**src/verilog/uart_pwr_pkg.sv**
```systemverilog
package uart_pwr_pkg;

    // ----------------------------------------
    // power saving modes
    // ----------------------------------------
    typedef enum logic [1:0] {
        MODE_FIXED  = 2'b00,
        MODE_CYCLIC = 2'b01,
        MODE_RTS    = 2'b10,
        MODE_DTR    = 2'b11
    } psv_mode_type;

    typedef enum logic [1:0] {
        ST_ACTIVE = 2'b00,
        ST_IDLE   = 2'b01,
        ST_WAKE   = 2'b10
    } pwr_state_type;

    // ----------------------------------------
    // register map
    // ----------------------------------------
    localparam logic [7:0] CTRL_OFFSET    = 8'h00;
    localparam logic [7:0] TIMEOUT_OFFSET = 8'h04;
    localparam logic [7:0] STATUS_OFFSET  = 8'h08;

    // ctrl fields
    localparam int CTRL_MODE_LSB  = 0;
    localparam int CTRL_FLOW_BIT  = 2;
    localparam int CTRL_DACT_LSB  = 4;
    // status fields
    localparam int STAT_EN_BIT    = 0;
    localparam int STAT_ACT_BIT   = 1;
    localparam int STAT_ARM_BIT   = 2;
    localparam int STAT_STATE_LSB = 4;
    localparam int STAT_BADCFG    = 8;

    localparam logic [31:0] CTRL_RESET    = 32'h0000_0000;
    localparam logic [15:0] TIMEOUT_RESET = 16'h07D0;
    localparam logic [15:0] TIMEOUT_MIN   = 16'h0028;
    localparam logic [15:0] TIMEOUT_MAX   = 16'hFDE8;

    // ----------------------------------------
    // timing
    // ----------------------------------------
    localparam int CLK_HZ      = 40_000_000;
    localparam int WAKE_US     = 20_000;
    localparam int FRAME_NS    = 4_615_000;
    localparam int WAKE_CYCLES = WAKE_US * (CLK_HZ / 1_000_000);
    localparam int FRAME_CYCLES = (FRAME_NS / 1000) * (CLK_HZ / 1_000_000) / 1000;

    localparam logic [1:0] AXI_OKAY   = 2'b00;
    localparam logic [1:0] AXI_SLVERR = 2'b10;

    typedef struct packed {
        logic ring_ind;
        logic tx_pending;
        logic data_call;
        logic voice_call;
        logic usb_active;
    } activity_type;

endpackage

```
**src/verilog/uart_line_power_saving.sv**
```systemverilog
// The implementer's own choices: register access over AXI4-Lite and the placing of the registers.
`timescale 1ns/1ps
// What this block does
// - rts-controlled mode accepted only with flow control off
// - rts off disables port at once; idle then allowed
// - port still enabled for transmit and data calls; variant a also voice
// - rts off-to-on re-enables port; idle returns active after wake time
// - rts on keeps port enabled and blocks idle
// - variant a refuses dtr-controlled mode
// - dtr-controlled mode allowed with any flow control setting
// - dtr off disables port at once; dtr on keeps it enabled
// - dtr off-to-on re-enables port; idle returns active after wake time
// - dtr control actions still applied per terminal action setting
// - cts shows port enable with flow control; variant a also rts mode
// - armed wake: rx rising edge wakes, active within wake time
// - wake character discarded; host waits wake time before data
// - wake armed in cyclic mode without flow control; variant a also rts off
// - variant b drops rx data and disarms wake in rts/dtr off
// - variant a keeps port on after rts-mode wake for inactivity timeout
// - data wake cannot be switched off
// - host sends dummy prefix; device treats it as wake when idle with wake armed
// - data calls keep port enabled, variant a also voice; host sends no dummy prefix in data mode
// - variant b stays active with usb up; mode still governs port
// - inactivity timeout in frames 40..65000, default 2000, restarted per char
// - cts low means port enabled, high means disabled
module uart_line_power_saving #(
    parameter bit          VARIANT_B    = 1'b0,
    parameter int unsigned WAKE_CYCLES  = uart_pwr_pkg::WAKE_CYCLES,
    parameter int unsigned FRAME_CYCLES = uart_pwr_pkg::FRAME_CYCLES
) (
    // clock and reset
    input  wire logic                      aclk,
    input  wire logic                      aresetn,
    // axi4-lite write
    input  wire logic [7:0]                s_axi_awaddr,
    input  wire logic                      s_axi_awvalid,
    output logic                           s_axi_awready,
    input  wire logic [31:0]               s_axi_wdata,
    input  wire logic [3:0]                s_axi_wstrb,
    input  wire logic                      s_axi_wvalid,
    output logic                           s_axi_wready,
    output logic [1:0]                     s_axi_bresp,
    output logic                           s_axi_bvalid,
    input  wire logic                      s_axi_bready,
    // axi4-lite read
    input  wire logic [7:0]                s_axi_araddr,
    input  wire logic                      s_axi_arvalid,
    output logic                           s_axi_arready,
    output logic [31:0]                    s_axi_rdata,
    output logic [1:0]                     s_axi_rresp,
    output logic                           s_axi_rvalid,
    input  wire logic                      s_axi_rready,
    // serial line, on = high at these ports except cts_n, which is low when on
    input  wire logic                      rts_on,
    input  wire logic                      dtr_on,
    input  wire logic                      rxd,
    input  wire logic                      rx_char_strobe,
    output logic                           cts_n,
    // module side
    input  wire uart_pwr_pkg::activity_type activity,
    output logic                           port_enable,
    output logic                           module_active,
    output logic                           rx_accept,
    output logic                           dtr_action_strobe,
    output logic [1:0]                     dtr_action
);

    if (WAKE_CYCLES < 1 || FRAME_CYCLES < 1) begin : g_bad_counts
        $error("cycle counts must be at least one");
    end

    // ----------------------------------------
    // register bus
    // ----------------------------------------
    logic [1:0]  mode_reg;
    logic        flow_on_reg;
    logic [1:0]  dact_reg;
    logic [15:0] timeout_reg;
    logic        badcfg_reg;
    logic        aw_held_reg;
    logic        w_held_reg;
    logic [7:0]  awaddr_reg;
    logic [31:0] wdata_reg;
    logic [3:0]  wstrb_reg;
    logic        wr_fire;
    logic [1:0]  mode_next;
    logic        flow_next;
    logic        cfg_ok;

    assign wr_fire = aw_held_reg && w_held_reg && !s_axi_bvalid;
    assign mode_next = wstrb_reg[0] ? wdata_reg[uart_pwr_pkg::CTRL_MODE_LSB +: 2] : mode_reg;
    assign flow_next = wstrb_reg[0] ? wdata_reg[uart_pwr_pkg::CTRL_FLOW_BIT] : flow_on_reg;
    // rts mode needs flow off; dtr mode only on variant b
    assign cfg_ok = !((mode_next == uart_pwr_pkg::MODE_RTS) && flow_next)
                 && !((mode_next == uart_pwr_pkg::MODE_DTR) && !VARIANT_B);

    always_ff @(posedge aclk) begin
        if (!aresetn) begin
            aw_held_reg   <= 1'b0;
            w_held_reg    <= 1'b0;
            awaddr_reg    <= 8'h00;
            wdata_reg     <= 32'h0000_0000;
            wstrb_reg     <= 4'h0;
            s_axi_awready <= 1'b0;
            s_axi_wready  <= 1'b0;
        end else begin
            s_axi_awready <= !aw_held_reg && !s_axi_awready && s_axi_awvalid;
            s_axi_wready  <= !w_held_reg && !s_axi_wready && s_axi_wvalid;
            if (s_axi_awvalid && s_axi_awready) begin
                aw_held_reg <= 1'b1;
                awaddr_reg  <= s_axi_awaddr;
            end else if (wr_fire) begin
                aw_held_reg <= 1'b0;
            end
            if (s_axi_wvalid && s_axi_wready) begin
                w_held_reg <= 1'b1;
                wdata_reg  <= s_axi_wdata;
                wstrb_reg  <= s_axi_wstrb;
            end else if (wr_fire) begin
                w_held_reg <= 1'b0;
            end
        end
    end

    always_ff @(posedge aclk) begin
        if (!aresetn) begin
            mode_reg     <= uart_pwr_pkg::CTRL_RESET[1:0];
            flow_on_reg  <= 1'b0;
            dact_reg     <= 2'b00;
            timeout_reg  <= uart_pwr_pkg::TIMEOUT_RESET;
            badcfg_reg   <= 1'b0;
            s_axi_bvalid <= 1'b0;
            s_axi_bresp  <= uart_pwr_pkg::AXI_OKAY;
        end else begin
            if (s_axi_bvalid && s_axi_bready)
                s_axi_bvalid <= 1'b0;
            if (wr_fire) begin
                s_axi_bvalid <= 1'b1;
                s_axi_bresp  <= uart_pwr_pkg::AXI_OKAY;
                case (awaddr_reg)
                    uart_pwr_pkg::CTRL_OFFSET: begin
                        // refused setting keeps the old one; flagged for software
                        if (cfg_ok) begin
                            mode_reg    <= mode_next;
                            flow_on_reg <= flow_next;
                            if (wstrb_reg[0])
                                dact_reg <= wdata_reg[uart_pwr_pkg::CTRL_DACT_LSB +: 2];
                        end
                        badcfg_reg <= !cfg_ok;
                    end
                    uart_pwr_pkg::TIMEOUT_OFFSET: begin
                        if (wstrb_reg[1:0] == 2'b11 &&
                            wdata_reg[15:0] >= uart_pwr_pkg::TIMEOUT_MIN &&
                            wdata_reg[15:0] <= uart_pwr_pkg::TIMEOUT_MAX)
                            timeout_reg <= wdata_reg[15:0];
                        else
                            s_axi_bresp <= uart_pwr_pkg::AXI_SLVERR;
                    end
                    default: s_axi_bresp <= uart_pwr_pkg::AXI_SLVERR;
                endcase
            end
        end
    end

    // ----------------------------------------
    // power state
    // ----------------------------------------
    uart_pwr_pkg::pwr_state_type state_reg;
    logic        rts_prev_reg;
    logic        dtr_prev_reg;
    logic        rxd_prev_reg;
    logic [31:0] wake_cnt_reg;
    logic [31:0] frame_cnt_reg;
    logic [15:0] idle_cnt_reg;
    logic        linger_reg;
    logic        hold_on;
    logic        wake_armed;
    logic        line_off;
    logic        rx_rise;
    logic        line_rise;
    logic        want_port;
    logic        voice_ok;

    assign voice_ok  = !VARIANT_B && activity.voice_call;
    assign line_off  = (mode_reg == uart_pwr_pkg::MODE_RTS && !rts_on)
                    || (mode_reg == uart_pwr_pkg::MODE_DTR && !dtr_on);
    // controlling line on keeps port up and forbids idle
    assign hold_on   = mode_reg == uart_pwr_pkg::MODE_FIXED
                    || (mode_reg == uart_pwr_pkg::MODE_RTS && rts_on)
                    || (mode_reg == uart_pwr_pkg::MODE_DTR && dtr_on);
    // always derived from mode, never from a software switch
    assign wake_armed = (mode_reg == uart_pwr_pkg::MODE_CYCLIC && !flow_on_reg)
                     || (!VARIANT_B && mode_reg == uart_pwr_pkg::MODE_RTS && !rts_on);
    assign rx_rise   = rxd && !rxd_prev_reg;
    assign line_rise = (mode_reg == uart_pwr_pkg::MODE_RTS && rts_on && !rts_prev_reg)
                    || (mode_reg == uart_pwr_pkg::MODE_DTR && dtr_on && !dtr_prev_reg);
    assign want_port = hold_on || activity.tx_pending || activity.data_call || voice_ok
                    || linger_reg;

    always_ff @(posedge aclk) begin
        if (!aresetn) begin
            rts_prev_reg <= 1'b0;
            dtr_prev_reg <= 1'b0;
            rxd_prev_reg <= 1'b1;
        end else begin
            rts_prev_reg <= rts_on;
            dtr_prev_reg <= dtr_on;
            rxd_prev_reg <= rxd;
        end
    end

    // inactivity timer in frames, restarted by every accepted character
    always_ff @(posedge aclk) begin
        if (!aresetn) begin
            frame_cnt_reg <= 32'h0000_0000;
            idle_cnt_reg  <= 16'h0000;
            linger_reg    <= 1'b0;
        end else if ((rx_char_strobe && rx_accept) || (wake_armed && rx_rise &&
                     state_reg == uart_pwr_pkg::ST_IDLE)) begin
            frame_cnt_reg <= 32'h0000_0000;
            idle_cnt_reg  <= 16'h0000;
            // cyclic mode and variant a rts mode with rts off linger after data
            linger_reg    <= wake_armed || mode_reg == uart_pwr_pkg::MODE_CYCLIC;
        end else if (linger_reg) begin
            if (frame_cnt_reg == FRAME_CYCLES - 1) begin
                frame_cnt_reg <= 32'h0000_0000;
                idle_cnt_reg  <= idle_cnt_reg + 16'h0001;
                if (idle_cnt_reg + 16'h0001 >= timeout_reg)
                    linger_reg <= 1'b0;
            end else begin
                frame_cnt_reg <= frame_cnt_reg + 32'h0000_0001;
            end
        end
    end

    // usb link on variant b keeps module awake only
    always_ff @(posedge aclk) begin
        if (!aresetn) begin
            state_reg    <= uart_pwr_pkg::ST_ACTIVE;
            wake_cnt_reg <= 32'h0000_0000;
            port_enable  <= 1'b1;
        end else begin
            case (state_reg)
                uart_pwr_pkg::ST_ACTIVE: begin
                    port_enable <= want_port;
                    if (!want_port && !(VARIANT_B && activity.usb_active))
                        state_reg <= uart_pwr_pkg::ST_IDLE;
                end
                uart_pwr_pkg::ST_IDLE: begin
                    port_enable <= 1'b0;
                    if (line_rise || want_port || (wake_armed && rx_rise) ||
                        (VARIANT_B && activity.usb_active)) begin
                        state_reg    <= uart_pwr_pkg::ST_WAKE;
                        wake_cnt_reg <= 32'h0000_0000;
                    end
                end
                uart_pwr_pkg::ST_WAKE: begin
                    // port stays off so the wake character is lost
                    if (wake_cnt_reg == WAKE_CYCLES - 1) begin
                        state_reg   <= uart_pwr_pkg::ST_ACTIVE;
                        port_enable <= 1'b1;
                    end else begin
                        wake_cnt_reg <= wake_cnt_reg + 32'h0000_0001;
                    end
                end
                default: state_reg <= uart_pwr_pkg::ST_ACTIVE;
            endcase
        end
    end

    // ----------------------------------------
    // outputs and status
    // ----------------------------------------
    always_ff @(posedge aclk) begin
        if (!aresetn) begin
            module_active     <= 1'b1;
            rx_accept         <= 1'b1;
            cts_n             <= 1'b0;
            dtr_action_strobe <= 1'b0;
            dtr_action        <= 2'b00;
        end else begin
            module_active <= state_reg == uart_pwr_pkg::ST_ACTIVE;
            // wake char never accepted; variant b drops all on line off
            rx_accept <= state_reg == uart_pwr_pkg::ST_ACTIVE && want_port
                      && !(VARIANT_B && line_off);
            if (flow_on_reg && (mode_reg == uart_pwr_pkg::MODE_DTR ||
                mode_reg == uart_pwr_pkg::MODE_CYCLIC || (!VARIANT_B &&
                mode_reg == uart_pwr_pkg::MODE_RTS)))
                cts_n <= !(port_enable && state_reg == uart_pwr_pkg::ST_ACTIVE);
            else
                cts_n <= 1'b0;
            // dtr edges still reach the action logic in every mode
            dtr_action_strobe <= dtr_on != dtr_prev_reg;
            dtr_action        <= dact_reg;
        end
    end

    always_ff @(posedge aclk) begin
        if (!aresetn) begin
            s_axi_arready <= 1'b0;
            s_axi_rvalid  <= 1'b0;
            s_axi_rdata   <= 32'h0000_0000;
            s_axi_rresp   <= uart_pwr_pkg::AXI_OKAY;
        end else begin
            s_axi_arready <= !s_axi_arready && !s_axi_rvalid && s_axi_arvalid;
            if (s_axi_rvalid && s_axi_rready)
                s_axi_rvalid <= 1'b0;
            if (s_axi_arvalid && s_axi_arready) begin
                s_axi_rvalid <= 1'b1;
                s_axi_rresp  <= uart_pwr_pkg::AXI_OKAY;
                s_axi_rdata  <= 32'h0000_0000;
                case (s_axi_araddr)
                    uart_pwr_pkg::CTRL_OFFSET: begin
                        s_axi_rdata[uart_pwr_pkg::CTRL_MODE_LSB +: 2] <= mode_reg;
                        s_axi_rdata[uart_pwr_pkg::CTRL_FLOW_BIT]      <= flow_on_reg;
                        s_axi_rdata[uart_pwr_pkg::CTRL_DACT_LSB +: 2] <= dact_reg;
                    end
                    uart_pwr_pkg::TIMEOUT_OFFSET: s_axi_rdata[15:0] <= timeout_reg;
                    uart_pwr_pkg::STATUS_OFFSET: begin
                        s_axi_rdata[uart_pwr_pkg::STAT_EN_BIT]  <= port_enable;
                        s_axi_rdata[uart_pwr_pkg::STAT_ACT_BIT] <= module_active;
                        s_axi_rdata[uart_pwr_pkg::STAT_ARM_BIT] <= wake_armed;
                        s_axi_rdata[uart_pwr_pkg::STAT_STATE_LSB +: 2] <= state_reg;
                        s_axi_rdata[uart_pwr_pkg::STAT_BADCFG]  <= badcfg_reg;
                    end
                    default: s_axi_rresp <= uart_pwr_pkg::AXI_SLVERR;
                endcase
            end
        end
    end
endmodule // uart_line_power_saving

```
**config.mk**
```make
export PLATFORM = sky130hd
export DESIGN_NAME = uart_line_power_saving
export DESIGN_NICKNAME = d
export VERILOG_FILES = /design/src/verilog/uart_pwr_pkg.sv /design/src/verilog/uart_line_power_saving.sv
export SDC_FILE = /design/constraint.sdc
export NUM_CORES = 1
export LEC_CHECK = 0
export BUFFER_PORTS_ARGS = -buffer_cell sky130_fd_sc_hd__buf_2
export CAP_MARGIN = 10
export CORE_MARGIN = 3
export CORE_UTILIZATION = 47
export DETAILED_ROUTE_END_ITERATION = 12
export PLACE_DENSITY = 0.77
export SLEW_MARGIN = 30
export SYNTH_ARGS = -nofsm -noshare
export SYNTH_HDL_FRONTEND = slang
export SYNTH_SLANG_ARGS = --single-unit
```
**constraint.sdc**
```tcl
create_clock -name aclk -period 2.6 [get_ports aclk]
set_clock_uncertainty 0.05 [all_clocks]
set_input_delay 0.65 -clock aclk [delete_from_list [all_inputs] [get_ports aclk]]
set_output_delay 0.65 -clock aclk [all_outputs]
set_load 0.02 [all_outputs]
```
Word-level counts from Yosys, hierarchy flattened --
Cells that the tools add are included.
Cells by class: add/sub/neg operators 3, magnitude comparators 3, equality and inequality tests 18, mux-type cells 32, bitwise gates (word level) 1, reduce and logical (&&, ||, !) cells 81
Operators with widths (count):
- 2-to-1 mux 32 bit | 3
- adder 32 x 1 -> 32 bit (second input constant) | 2
- case mux 32 bit (2 select lines) | 1
- equality test 32 x 20 -> 1 bit (second input constant) | 1
- equality test 32 x 8 -> 1 bit (second input constant) | 1
- logical AND 1 bit | 30
- adder 16 x 1 -> 16 bit (second input constant) | 1
- equality test 8 x 3 -> 1 bit (second input constant) | 2
- >= comparator 16 bit | 1
- >= comparator 16 x 6 -> 1 bit (second input constant) | 1
- <= comparator 16 bit (second input constant) | 1
- zero test 1 bit | 16
- zero test 8 bit | 2
- logical OR 1 bit | 14
- 2-to-1 mux 1 bit | 14
- 2-to-1 mux 2 bit | 7
- equality test 2 bit (second input constant) | 6
- case mux 2 bit (3 select lines) | 2
- AND reduction 3 bit | 4
- nonzero test 2 bit | 5
- case mux 3 bit (3 select lines) | 1
- equality test 8 x 4 -> 1 bit (second input constant) | 1
- AND reduction 2 bit | 4
- 2-to-1 mux 7 bit | 1
- 13 further kinds | 17
Word-level totals: flip-flop bits (word level) 168, input port bits 68, output and inout port bits 48, word-level logic and storage cells 170

Longest topological paths before layout --
Gate-level depths: netlist (run 1).
depth in word-level cells 12, mapped depth 12

Worst setup path before layout (run 1) --
OpenSTA, ideal clock, no wires.
kind reg2reg, start point register idle_cnt_reg[0], end point register linger_reg, setup time 0.081 ns, data arrival time 2.369 ns, path slack 0.100 ns, cell stages (with the launch flop) 12, clock period less this slack 2.500 ns, cells stage by stage dfxtp_1 ha_1 nand3_1 nor3_1 and3_1 nand3_1 xnor2_1 ha_1 nor2b_1 o21ai_0 o2111ai_1 a41oi_1
On the way: longest elaborated chain between the ends 6
Ends and longest elaborated chain:
- start: declaration | line uart_line_power_saving.sv:174 | logic [15:0] idle_cnt_reg;
- start signal: assignment | line uart_line_power_saving.sv:227 | idle_cnt_reg <= idle_cnt_reg + 16'h0001;
- adder 16 x 1 -> 16 bit | line uart_line_power_saving.sv:228 | if (idle_cnt_reg + 16'h0001 >= timeout_reg)
- >= comparator 16 bit | line uart_line_power_saving.sv:228
- 2-to-1 mux 1 bit | line uart_line_power_saving.sv:228
- 2-to-1 mux 1 bit | line uart_line_power_saving.sv:225 | if (frame_cnt_reg == FRAME_CYCLES - 1) begin
- 2-to-1 mux 1 bit | line uart_line_power_saving.sv:224 | end else if (linger_reg) begin
- 2-to-1 mux 1 bit | line uart_line_power_saving.sv:218 | end else if ((rx_char_strobe && rx_accept) || (wake_armed && rx_rise &&
- end signal: assignment | line uart_line_power_saving.sv:223 | linger_reg <= wake_armed || mode_reg == uart_pwr_pkg::MODE_CYCLIC;
- end: declaration | line uart_line_power_saving.sv:175 | logic linger_reg;
Every way passes these cells. A chain may end at the register's enable or synchronous reset.

Worst setup path after layout (run 1) --
start point register idle_cnt_reg[1], end point register linger_reg
The elaborated chain is that of the path after synthesis.

==> out/metrics.cfg, run 1 <==
[synthesis]
netlist_area_sq_mm = 0.008275
synth.area.top_cells = dfxtp_1 40%, nand2_1 5.6%, xor2_1 4.0%
synth_top_area_share_pct = 39.92
synth_enable_flop_cells = 0
ys.flop_type = dfxtp_1
async_reset_ff_share_pct = 0
ys_seq_elements = 165
yosys.area.top_type = dfxtp_1
yosysSeqAreaShare_pct = 39.92
netlist_instances = 974
synthDistinctLibCells = 77
ys_warn_count = 0
synth_area_per_cell_sq_um = 8.496

[drt]
viasPerCell = 5.510
num_vias = 7130
drt_iter0_drc = 438
drt-total-wl_um = 19310
wire_per_inst_um = 14.92
ant_nets = 0
drc_errors = 0
dr.pass1.iters = 5

[setup_path]
path_class = register to register
crit_fanout = 3
timing.rr.end = linger_reg
rrSetupSlack_ns = -0.004
ff2ff_path_depth = 10
crit_path_end_kind = register
crit_arrival_ns = 2.92
crit_start = idle_cnt_reg[1]
r2r-start = idle_cnt_reg[1]
startpoint_type = register
required_ns = 2.91

[status]
status = complete, but fails checks
violations = negative setup slack

[job]
max_cap_violations = 0

[clock_tree]
cts_tree = built
cts.sinks = 165
htree_levels = 4
clock_latency_ns = 0.44
cts-hold-fix-buffers = 0
cts_buffer_depth = 2
path_clk_slew_ns = 0.07
cts_buffers = 17
clockRootBuffer = clkbuf_16

[timing]
fmax_mhz = 384.0
hold_viol_final = 0
setup_ws_ns = -0.004207
rsz0062_at_grt = yes
drv_slew = 0
tightest_slew_ns = 0.6139
slew_headroom_pct = 59.07
fin_crit_sh_pct = 100.2
final.setup.tns_ns = -0.004207
period_needed_ns = 2.604
finalSetupViolCount = 1
worst_hold_slack_ns = 0.3708

[placed_design]
dpl.hpwl_um = 13410
placed_area_sq_mm = 0.008930
io_buffers = 77
gp_congestion = 0.8523
preCtsSetupSlack_ns = -0.07404
place_inst = 1255

[finish]
fin_nets = 1151
layout_commonest_cell = dfxtp_1
antenna_cells = 0
nFillCells = 1457
finalInstanceArea_sq_mm = 0.009709
layout_common_cells = 161 x dfxtp_1, 123 x nand2_1, 79 x nor2_1
layout.cells.non_filler = 1294
area_delta_synth_final_pct = 17.33
drive_above_1_share_pct = 17.88

[floorplanning]
core_sq_mm = 0.01688
dieArea_sq_mm = 0.01923
num_io_pins = 116
die_y_um = 138.7
die_w_um = 138.7
initial_utilization_pct = 49.03
num_rows = 47

[worst_hold_path]
hold_class = primary input to register
whs_path_depth = 2
min_to = rxd_prev_reg
min_from = rxd

[global_route]
grt_max_degree = 100
antenna_found_initial = 0
grt_usage_pct = 19.53
grt_pass1_vias = 6561
grt_pass1_wl_um = 31550
gr-total-overflow = 0

[power]
powerDensity_mw_per_mm2 = 546.2
p_leak_nw = 3.640
irDropWorstVdd_uv = 538.0

cells in the mapped netlist, types with 3 or more instances:
| cell | count |
|---|---|
| nor3_1 | 26 |
| o211ai_1 | 11 |
| nor3b_1 | 3 |
| nand3_1 | 43 |
| nor4b_1 | 6 |
| nor4_2 | 4 |
| a21boi_0 | 32 |
| and4_1 | 16 |
| xor2_1 | 38 |
| or3_1 | 13 |
| nor2b_1 | 30 |
| nor4_1 | 25 |
| o31ai_1 | 3 |
| dfxtp_1 | 165 |
| o21ai_0 | 24 |
| a21oi_1 | 27 |
| and3_1 | 6 |
| buf_4 | 20 |
| nand2b_1 | 7 |
| and2_1 | 9 |
| xnor2_1 | 33 |
| nand2_1 | 123 |
| mux2i_1 | 16 |
| nand4_1 | 30 |
| a211oi_1 | 3 |
| buf_2 | 10 |
| inv_1 | 30 |
| nor2_1 | 81 |
| o2111ai_1 | 3 |
| o22ai_1 | 3 |
| ha_1 | 22 |
| or4_1 | 4 |
| clkbuf_1 | 33 |
| a22oi_1 | 15 |
| a21o_1 | 8 |
area by class of cell:
type	instances	area [sq um]	share of cell area, %
Multi-Input combinational cell	730	4703	48.44
Tap cell	220	275.3	2.835
Clock inverter	15	153.9	1.585
Sequential cell	165	3316	34.15
Inverter	30	112.6	1.160
Timing Repair Buffer	117	723.2	7.448
Clock buffer	17	425.4	4.381
layer usage:
layer | track usage (%) | vias to the layer above | routed length [um]
li1 | - | 3583 | -
met1 | 26.51 | 3348 | 8898
met2 | 30.96 | 171 | 9047
met3 | 4.552 | 28 | 1010
met4 | 6.282 | 0 | 350
met5 | 0 | - | 0
how the worst max path moves through the flow:
stage | endpoint | slack [ns] | depth (start not counted)
floorplan | linger_reg | 0.10 | 11
global placement | linger_reg | 0.004 | 11
detailed placement | linger_reg | -0.07 | 11
CTS | linger_reg | 0.0004 | 10
global route | linger_reg | -0.13 | 10
finish | linger_reg | -0.004 | 10
what timing repair did:
item / CTS / global route
hold endpoints to repair: 0 / 0
setup buffers: 0 / 7
endpoints found under the setup margin: 1 / 1
resized for setup: 11 / 20
pin swaps: 3 / 10
power by group:
| part | switching (W) | total [W] | internal, W |
|---|---|---|---|
| clock | 0.00115 | 0.00252 | 0.00136 |
| combinational | 0.000134 | 0.000218 | 0.0000842 |
| sequential | 0.0000238 | 0.00257 | 0.00255 |
cells by family (layout without fill, tap and decap cells):
| family | count (synthesis) | after routing | synth area share [%] |
|---|---|---|---|
| and+or+nand+nor | 450 | 450 | 28.88 |
| adders and majority gates | 22 | 22 | 3.326 |
| other | 1 | 18 | 0.04531 |
| DFF | 165 | 165 | 39.92 |
| xor gates and xnor gates | 71 | 71 | 7.514 |
| muxes | 17 | 17 | 2.071 |
| AOI/OAI and AO/OA | 152 | 152 | 12.75 |
| buffers and inverters | 96 | 179 | 5.504 |
worst max-delay path, stage by stage (launching register included):
cell and delay (ns):
dfxtp_2 0.37, and4_4 0.27, nand4_1 0.20, nor2_2 0.21
xor2_1 0.22, ha_1 0.28, a21o_1 0.19, a21o_1 0.19
a21oi_2 0.18, o2111ai_2 0.17, a41oi_2 0.19
stage by stage:
step                utilization (%)  total power (W)
floorplan                         -         0.002782
global placement              52.91         0.002843
detailed placement            52.91         0.002847
CTS                           56.59         0.005340
global route                  57.53         0.005473
finish                        57.53         0.005304
(Power assumes the default switching activity.)
==> run 2: changes to the inputs <==
- BUFFER_PORTS_ARGS: -buffer_cell sky130_fd_sc_hd__buf_2 -> unset
- DONT_BUFFER_PORTS: unset -> 1
- PLACE_DENSITY: 0.77 -> 0.71
==> run 2 against run 1 <==
Compared with the run above:
- the run now ends clean
- highest routed layer unchanged
- critical endpoint unchanged
- critical path type unchanged
- sequential share of layout area is 1.8 points higher
- worst hold slack worse by 0.13 ns
- clock power is 3% higher
==> out/metrics.cfg, run 2 (synthesis gave the netlist of run 1 again) <==
[setup_path]
crit_path_end_kind = register
critPathBufInv = 0  ; unchanged
startpoint_type = register
crit_fanout = 4  ; +1
required_ns = 2.91  ; about the same
worstPathCellList = and4_4, nand4_1, nor2_1, xor2_1, ha_1, a21o_1, a21o_1, a21oi_1, o2111ai_2, a41oi_2
path_class = register to register
crit_arrival_ns = 2.79  ; -0.13 ns
cp_slowest_stage_delay_ns = 0.37  ; about the same
critPathTopFamily = compound AO/OA/AOI/OAI gates
slowest_stage = dfxtp_2
crit_top_cell = a21o_1

[global_route]
grt_pass1_wl_um = 30550  ; -3.2%
antenna_found_initial = 0  ; unchanged
grt_pass1_vias = 6195  ; -5.6%
grt_max_degree = 101  ; +1.0%
grt_usage_pct = 19.05  ; -0.48 points
gr-total-overflow = 0  ; unchanged

[clock_tree]
cts.sinks = 165  ; unchanged
cts_buffer_depth = 2  ; unchanged
clockRootBuffer = clkbuf_16
path_clk_slew_ns = 0.07  ; about the same
cts_buffers = 17  ; unchanged
htree_levels = 4  ; unchanged
clock_latency_ns = 0.44  ; about the same
cts_tree = built

[timing]
fmax_mhz = 403.5  ; +5.1%
slew_headroom_pct = 59.14  ; +0.073 points
tightest_slew_ns = 0.6082  ; -0.005767 ns
drv_slew = 0  ; unchanged
setup_ws_ns = 0.1216  ; +0.1258 ns
fin_crit_sh_pct = 95.32  ; -4.8 points
period_needed_ns = 2.478  ; -0.1258 ns
finalSetupViolCount = 0  ; -1
hold_viol_final = 0  ; unchanged

[finish]
nFillCells = 1559  ; +7.0%
area_delta_synth_final_pct = 11.17
layout.cells.non_filler = 1208  ; -6.6%
layout_commonest_cell = dfxtp_1
drive_above_1_share_pct = 9.919  ; -8.0 points
ff_latch_area_sq_mm = 0.003306  ; -0.30%
fin_nets = 1065  ; -7.5%
finalInstanceArea_sq_mm = 0.009200  ; -5.2%
layout_common_cells = 163 x dfxtp_1, 123 x nand2_1, 80 x nor2_1
multi_input_area_sq_mm = 0.004654  ; -1.0%
antenna_cells = 0  ; unchanged

[power]
power.switching_w = 0.001259  ; -4.0%
swShare_pct = 23.67  ; -1.1 points
seq_power_share_pct = 48.5  ; about the same
p_leak_nw = 3.212  ; -12%
p_clk_share_pct = 48.9  ; +1.5 points
powerDensity_mw_per_mm2 = 578.0  ; +5.8%
combPwrFrac_pct = 2.6  ; -1.5 points
irDropWorstVdd_uv = 498.0  ; -7.4%
p_int_w = 0.004059  ; +1.7%

[placed_design]
preCtsSetupSlack_ns = -0.09396  ; -0.01993 ns
dpl.hpwl_um = 13100  ; -2.4%
io_buffers = 0  ; -100%
placed_area_sq_mm = 0.008517  ; -4.6%
place_inst = 1176  ; -6.3%
gp_congestion = 0.8584  ; +0.72%

[drt]
viasPerCell = 5.549  ; +0.70%
num_vias = 6703  ; -6.0%
drc_errors = 0  ; unchanged
dr.pass1.iters = 5  ; unchanged
drt_iter0_drc = 374  ; -15%
ant_nets = 0  ; unchanged
drt-total-wl_um = 18350  ; -5.0%
wire_per_inst_um = 15.19  ; +1.8%

[floorplanning]
initial_utilization_pct = 49.03  ; unchanged
core_sq_mm = 0.01688  ; unchanged
die_y_um = 138.7  ; unchanged
num_io_pins = 116  ; unchanged
die_w_um = 138.7  ; unchanged
dieArea_sq_mm = 0.01923  ; unchanged
num_rows = 47  ; unchanged

[status]
status = complete, no violations

[job]
max_cap_violations = 0  ; unchanged

[worst_hold_path]
hold_class = primary input to register

-- run 2: cell count changes in the layout (fill, tap and decap cells not counted), sizes merged --
cell      before  now
buf          117   31
bufinv         1    2
inv           41   39
clkinvlp       1    2
-- run 2: routing by layer --
metal | share of wire (%) | up-vias | wire length, um | GRT usage (%)
met4 | 1.7 | 0 | 314 | 5.973
met2 | 45 | 136 | 8244 | 29.42
met1 | 47 | 3127 | 8662 | 25.88
met5 | 0 | - | 0 | 0
met3 | 6.1 | 24 | 1125 | 5.552
li1 | - | 3416 | - | -
-- run 2: worst paths after layout --
check / startpoint / to / slack [ns] / depth (start not counted)
hold reg to reg: awaddr_reg[5] / awaddr_reg[5] / 0.41 / 2
setup reg to reg: idle_cnt_reg[1] / linger_reg / 0.12 / 10
setup / recovery: idle_cnt_reg[1] / linger_reg / 0.12 / 10
hold / removal: aresetn / module_active / 0.24 / 1
-- run 2: layout make-up --
type	count	area share (%)
Clock buffer	17	4.624
Clock inverter	15	1.972
Multi-Input combinational cell	730	50.59
Sequential cell	165	35.93
Tap cell	220	2.992
Inverter	30	1.224
Timing Repair Buffer	31	2.666
-- run 2: repair_timing --
action,CTS,global route
cloned,0,0
setup endpoints to repair,1,1
gates resized for setup,6,10
buffers inserted,0,0
hold buffers,0,0
endpoints found under the hold margin,0,0
pin swaps,3,4
-- run 2: per-stage QoR --
stage          setup TNS (ns)  hold WS [ns]  power (W)  utilization, %
6_report                    0        0.2446   0.005318           54.51
5_1_grt              -0.02094        0.2448   0.005496           54.51
4_1_cts                     0        0.2372   0.005367           54.20
3_5_place_dp         -0.09396        0.4031   0.002776           50.46
3_3_place_gp                0        0.3954   0.002774           50.46
2_1_floorplan               0        0.3866   0.002782               -
-- run 2: power by group through the flow --
stage | Clock (W) | Combinational (W) | Sequential [W]
after floorplan | 0 | 0.000154 | 0.00263
after global routing | 0.00276 | 0.000153 | 0.00258
after global placement | 0 | 0.000135 | 0.00264
after detailed placement | 0 | 0.000136 | 0.00264
final | 0.00260 | 0.000138 | 0.00258
after CTS | 0.00265 | 0.000138 | 0.00258
==> run 3: changes to the inputs <==
- CORE_MARGIN: 3 -> unset
- PLACE_DENSITY: 0.71 -> 0.69
- clock period: 2.6 -> 3.1 ns (I/O delays scaled with it)
==> run 3 against run 2 <==
Compared with the run above:
- first-iteration DRC count grew 4.3%
- utilization shrank 2.5 points
- non-clock buffer count fell by 21
- worst hold slack improved by 0.15 ns
- register-to-register slack improved by 0.12 ns
- cell area is 2.6% lower
==> out/metrics.cfg, run 3 (synthesis gave the netlist of run 1 again) <==
[timing]
fin_crit_sh_pct = 92.26  ; -3.1 points
tightest_slew_ns = 0.7463  ; +0.1382 ns
rsz0062_at_grt = no
slew_headroom_pct = 50.03  ; -9.1 points
hold_viol_final = 0  ; unchanged
drv_slew = 0  ; unchanged
period_needed_ns = 2.860  ; +0.3816 ns
final.setup.tns_ns = 0  ; unchanged
finalSetupViolCount = 0  ; unchanged
setup_ws_ns = 0.2400  ; +0.1184 ns
fmax_mhz = 349.7  ; -13%

[global_route]
grt_pass1_vias = 5921  ; -4.4%
antenna_found_initial = 0  ; unchanged
gr-total-overflow = 0  ; unchanged
grt_pass1_wl_um = 29170  ; -4.5%
grt_usage_pct = 20.40  ; +1.3 points
grt_max_degree = 101  ; unchanged

[floorplanning]
num_io_pins = 116  ; unchanged
die_w_um = 134.7  ; -2.9%
dieArea_sq_mm = 0.01814  ; -5.7%
num_rows = 48  ; +2.1%
initial_utilization_pct = 48.01  ; -1.0 points
die_y_um = 134.7  ; -2.9%
core_sq_mm = 0.01724  ; +2.1%

[drt]
drt-total-wl_um = 17920  ; -2.3%
drt_iter0_drc = 390  ; +4.3%
viasPerCell = 5.539  ; -0.17%
wire_per_inst_um = 15.03  ; -1.0%
ant_nets = 0  ; unchanged
dr.pass1.iters = 5  ; unchanged
drc_errors = 0  ; unchanged
num_vias = 6603  ; -1.5%

[finish]
drive_above_1_share_pct = 6.722  ; -3.2 points
antenna_cells = 0  ; unchanged
layout_common_cells = 165 x dfxtp_1, 123 x nand2_1, 81 x nor2_1
area_delta_synth_final_pct = 8.316
fin_util_pct = 52.00  ; -2.5 points
fin_nets = 1044  ; -2.0%
layout_commonest_cell = dfxtp_1
nFillCells = 1628  ; +4.4%
ff_latch_area_sq_mm = 0.003303  ; about the same
multi_input_area_sq_mm = 0.004591  ; -1.4%

[clock_tree]
cts.sinks = 165  ; unchanged
clockRootBuffer = clkbuf_16
clock_latency_ns = 0.44  ; about the same
cts_tree = built
cts_buffers = 17  ; unchanged
path_clk_slew_ns = 0.07  ; about the same
cts_buffer_depth = 2  ; unchanged
cts_setup_buffers = 0  ; unchanged
htree_levels = 4  ; unchanged

[power]
irDropWorstVdd_uv = 462.8  ; -7.1%
powerDensity_mw_per_mm2 = 489.9  ; -15%
p_leak_nw = 3.090  ; -3.8%

[setup_path]
path_class = register to register
required_ns = 3.41  ; +0.50 ns
slowest_stage = dfxtp_1
startpoint_type = register
crit_fanout = 5  ; +1
crit_path_end_kind = register
cp_slowest_stage_delay_ns = 0.42  ; +0.05 ns
worstPathCellList = ha_1, nand3_1, nor3_1, and3_1, nand3_1, xnor2_1, ha_1, nor2b_1, o21ai_0, o2111ai_1, a41oi_1
crit_arrival_ns = 3.17  ; +0.38 ns

[placed_design]
io_buffers = 0  ; unchanged
dpl.hpwl_um = 12770  ; -2.5%
gp_congestion = 0.8001  ; -6.8%
preCtsSetupSlack_ns = 0.2611  ; +0.3550 ns

[worst_hold_path]
hold_class = primary input to register

[status]
status = complete, no violations

[job]
max_cap_violations = 0  ; unchanged

==> run 3: cell count changes in the layout (fill, tap and decap cells not counted), sizes merged <==
cell	before	now
buf	31	10
bufinv	2	1
clkinv	2	4
clkinvlp	2	1
==> run 3: path summary, 6_finish.rpt <==
kind         slack [ns]  cells after the start            end             from
max                0.24                     11     linger_reg  idle_cnt_reg[0]
min                0.39                      2   s_axi_wready     s_axi_wvalid
max reg2reg        0.24                     11     linger_reg  idle_cnt_reg[0]
min reg2reg        0.41                      2  awaddr_reg[6]    awaddr_reg[6]
==> run 3: timing repair <==
item | 4_1_cts | 5_1_grt
hold buffers | 0 | 0
gates resized for setup | 0 | 1
setup endpoints to repair | 0 | 1
==> run 3: worst max-delay path: cells and delay by family (launching register included) <==
kind                       cells  cell delay [ns]
xor gates and xnor gates       1             0.20
adders and majority gates      2             0.52
AOI/OAI and AO/OA              3             0.61
DFF                            1             0.42
and+or+nand+nor                5             0.98
==> run 3: area by class of cell <==
class | instances | area share, %
multi-input combinational | 730 | 51.21
sequential | 165 | 36.85
clock buffer | 17 | 4.746
tap | 225 | 3.141
clock inverter | 15 | 1.815
inverter | 30 | 1.256
timing repair buffer | 10 | 0.9771
==> run 3: where the power goes <==
group	total [W]	switching, W	internal [W]	leakage [nW]
registers	0.00216	0.0000263	0.00214	1.33
logic	0.000111	0.0000702	0.0000408	1.47
clock network	0.00212	0.000972	0.00114	0.288
total	0.00439	0.00107	0.00332	3.09
==> run 3: routing by layer <==
metal  track usage (%)  part of all wire [%]  up-vias
met1             27.17                    48     3073
met5                 0                     0        -
li1                  -                     -     3363
met4             8.052                   2.0        0
met2             31.67                    45      143
met3             4.992                   5.3       24
==> run 3: through the flow <==
stage                     power, W  area [sq um]  hold WS (ns)  std cells
after floorplan           0.002333          8339        0.3866        991
after CTS                 0.004432          8962        0.3807       1192
after global placement    0.002324          8366        0.3962       1160
after detailed placement  0.002325          8374        0.4075       1160
after global routing      0.004532          8964        0.3805       1192
final                     0.004391          8964        0.3931       1192
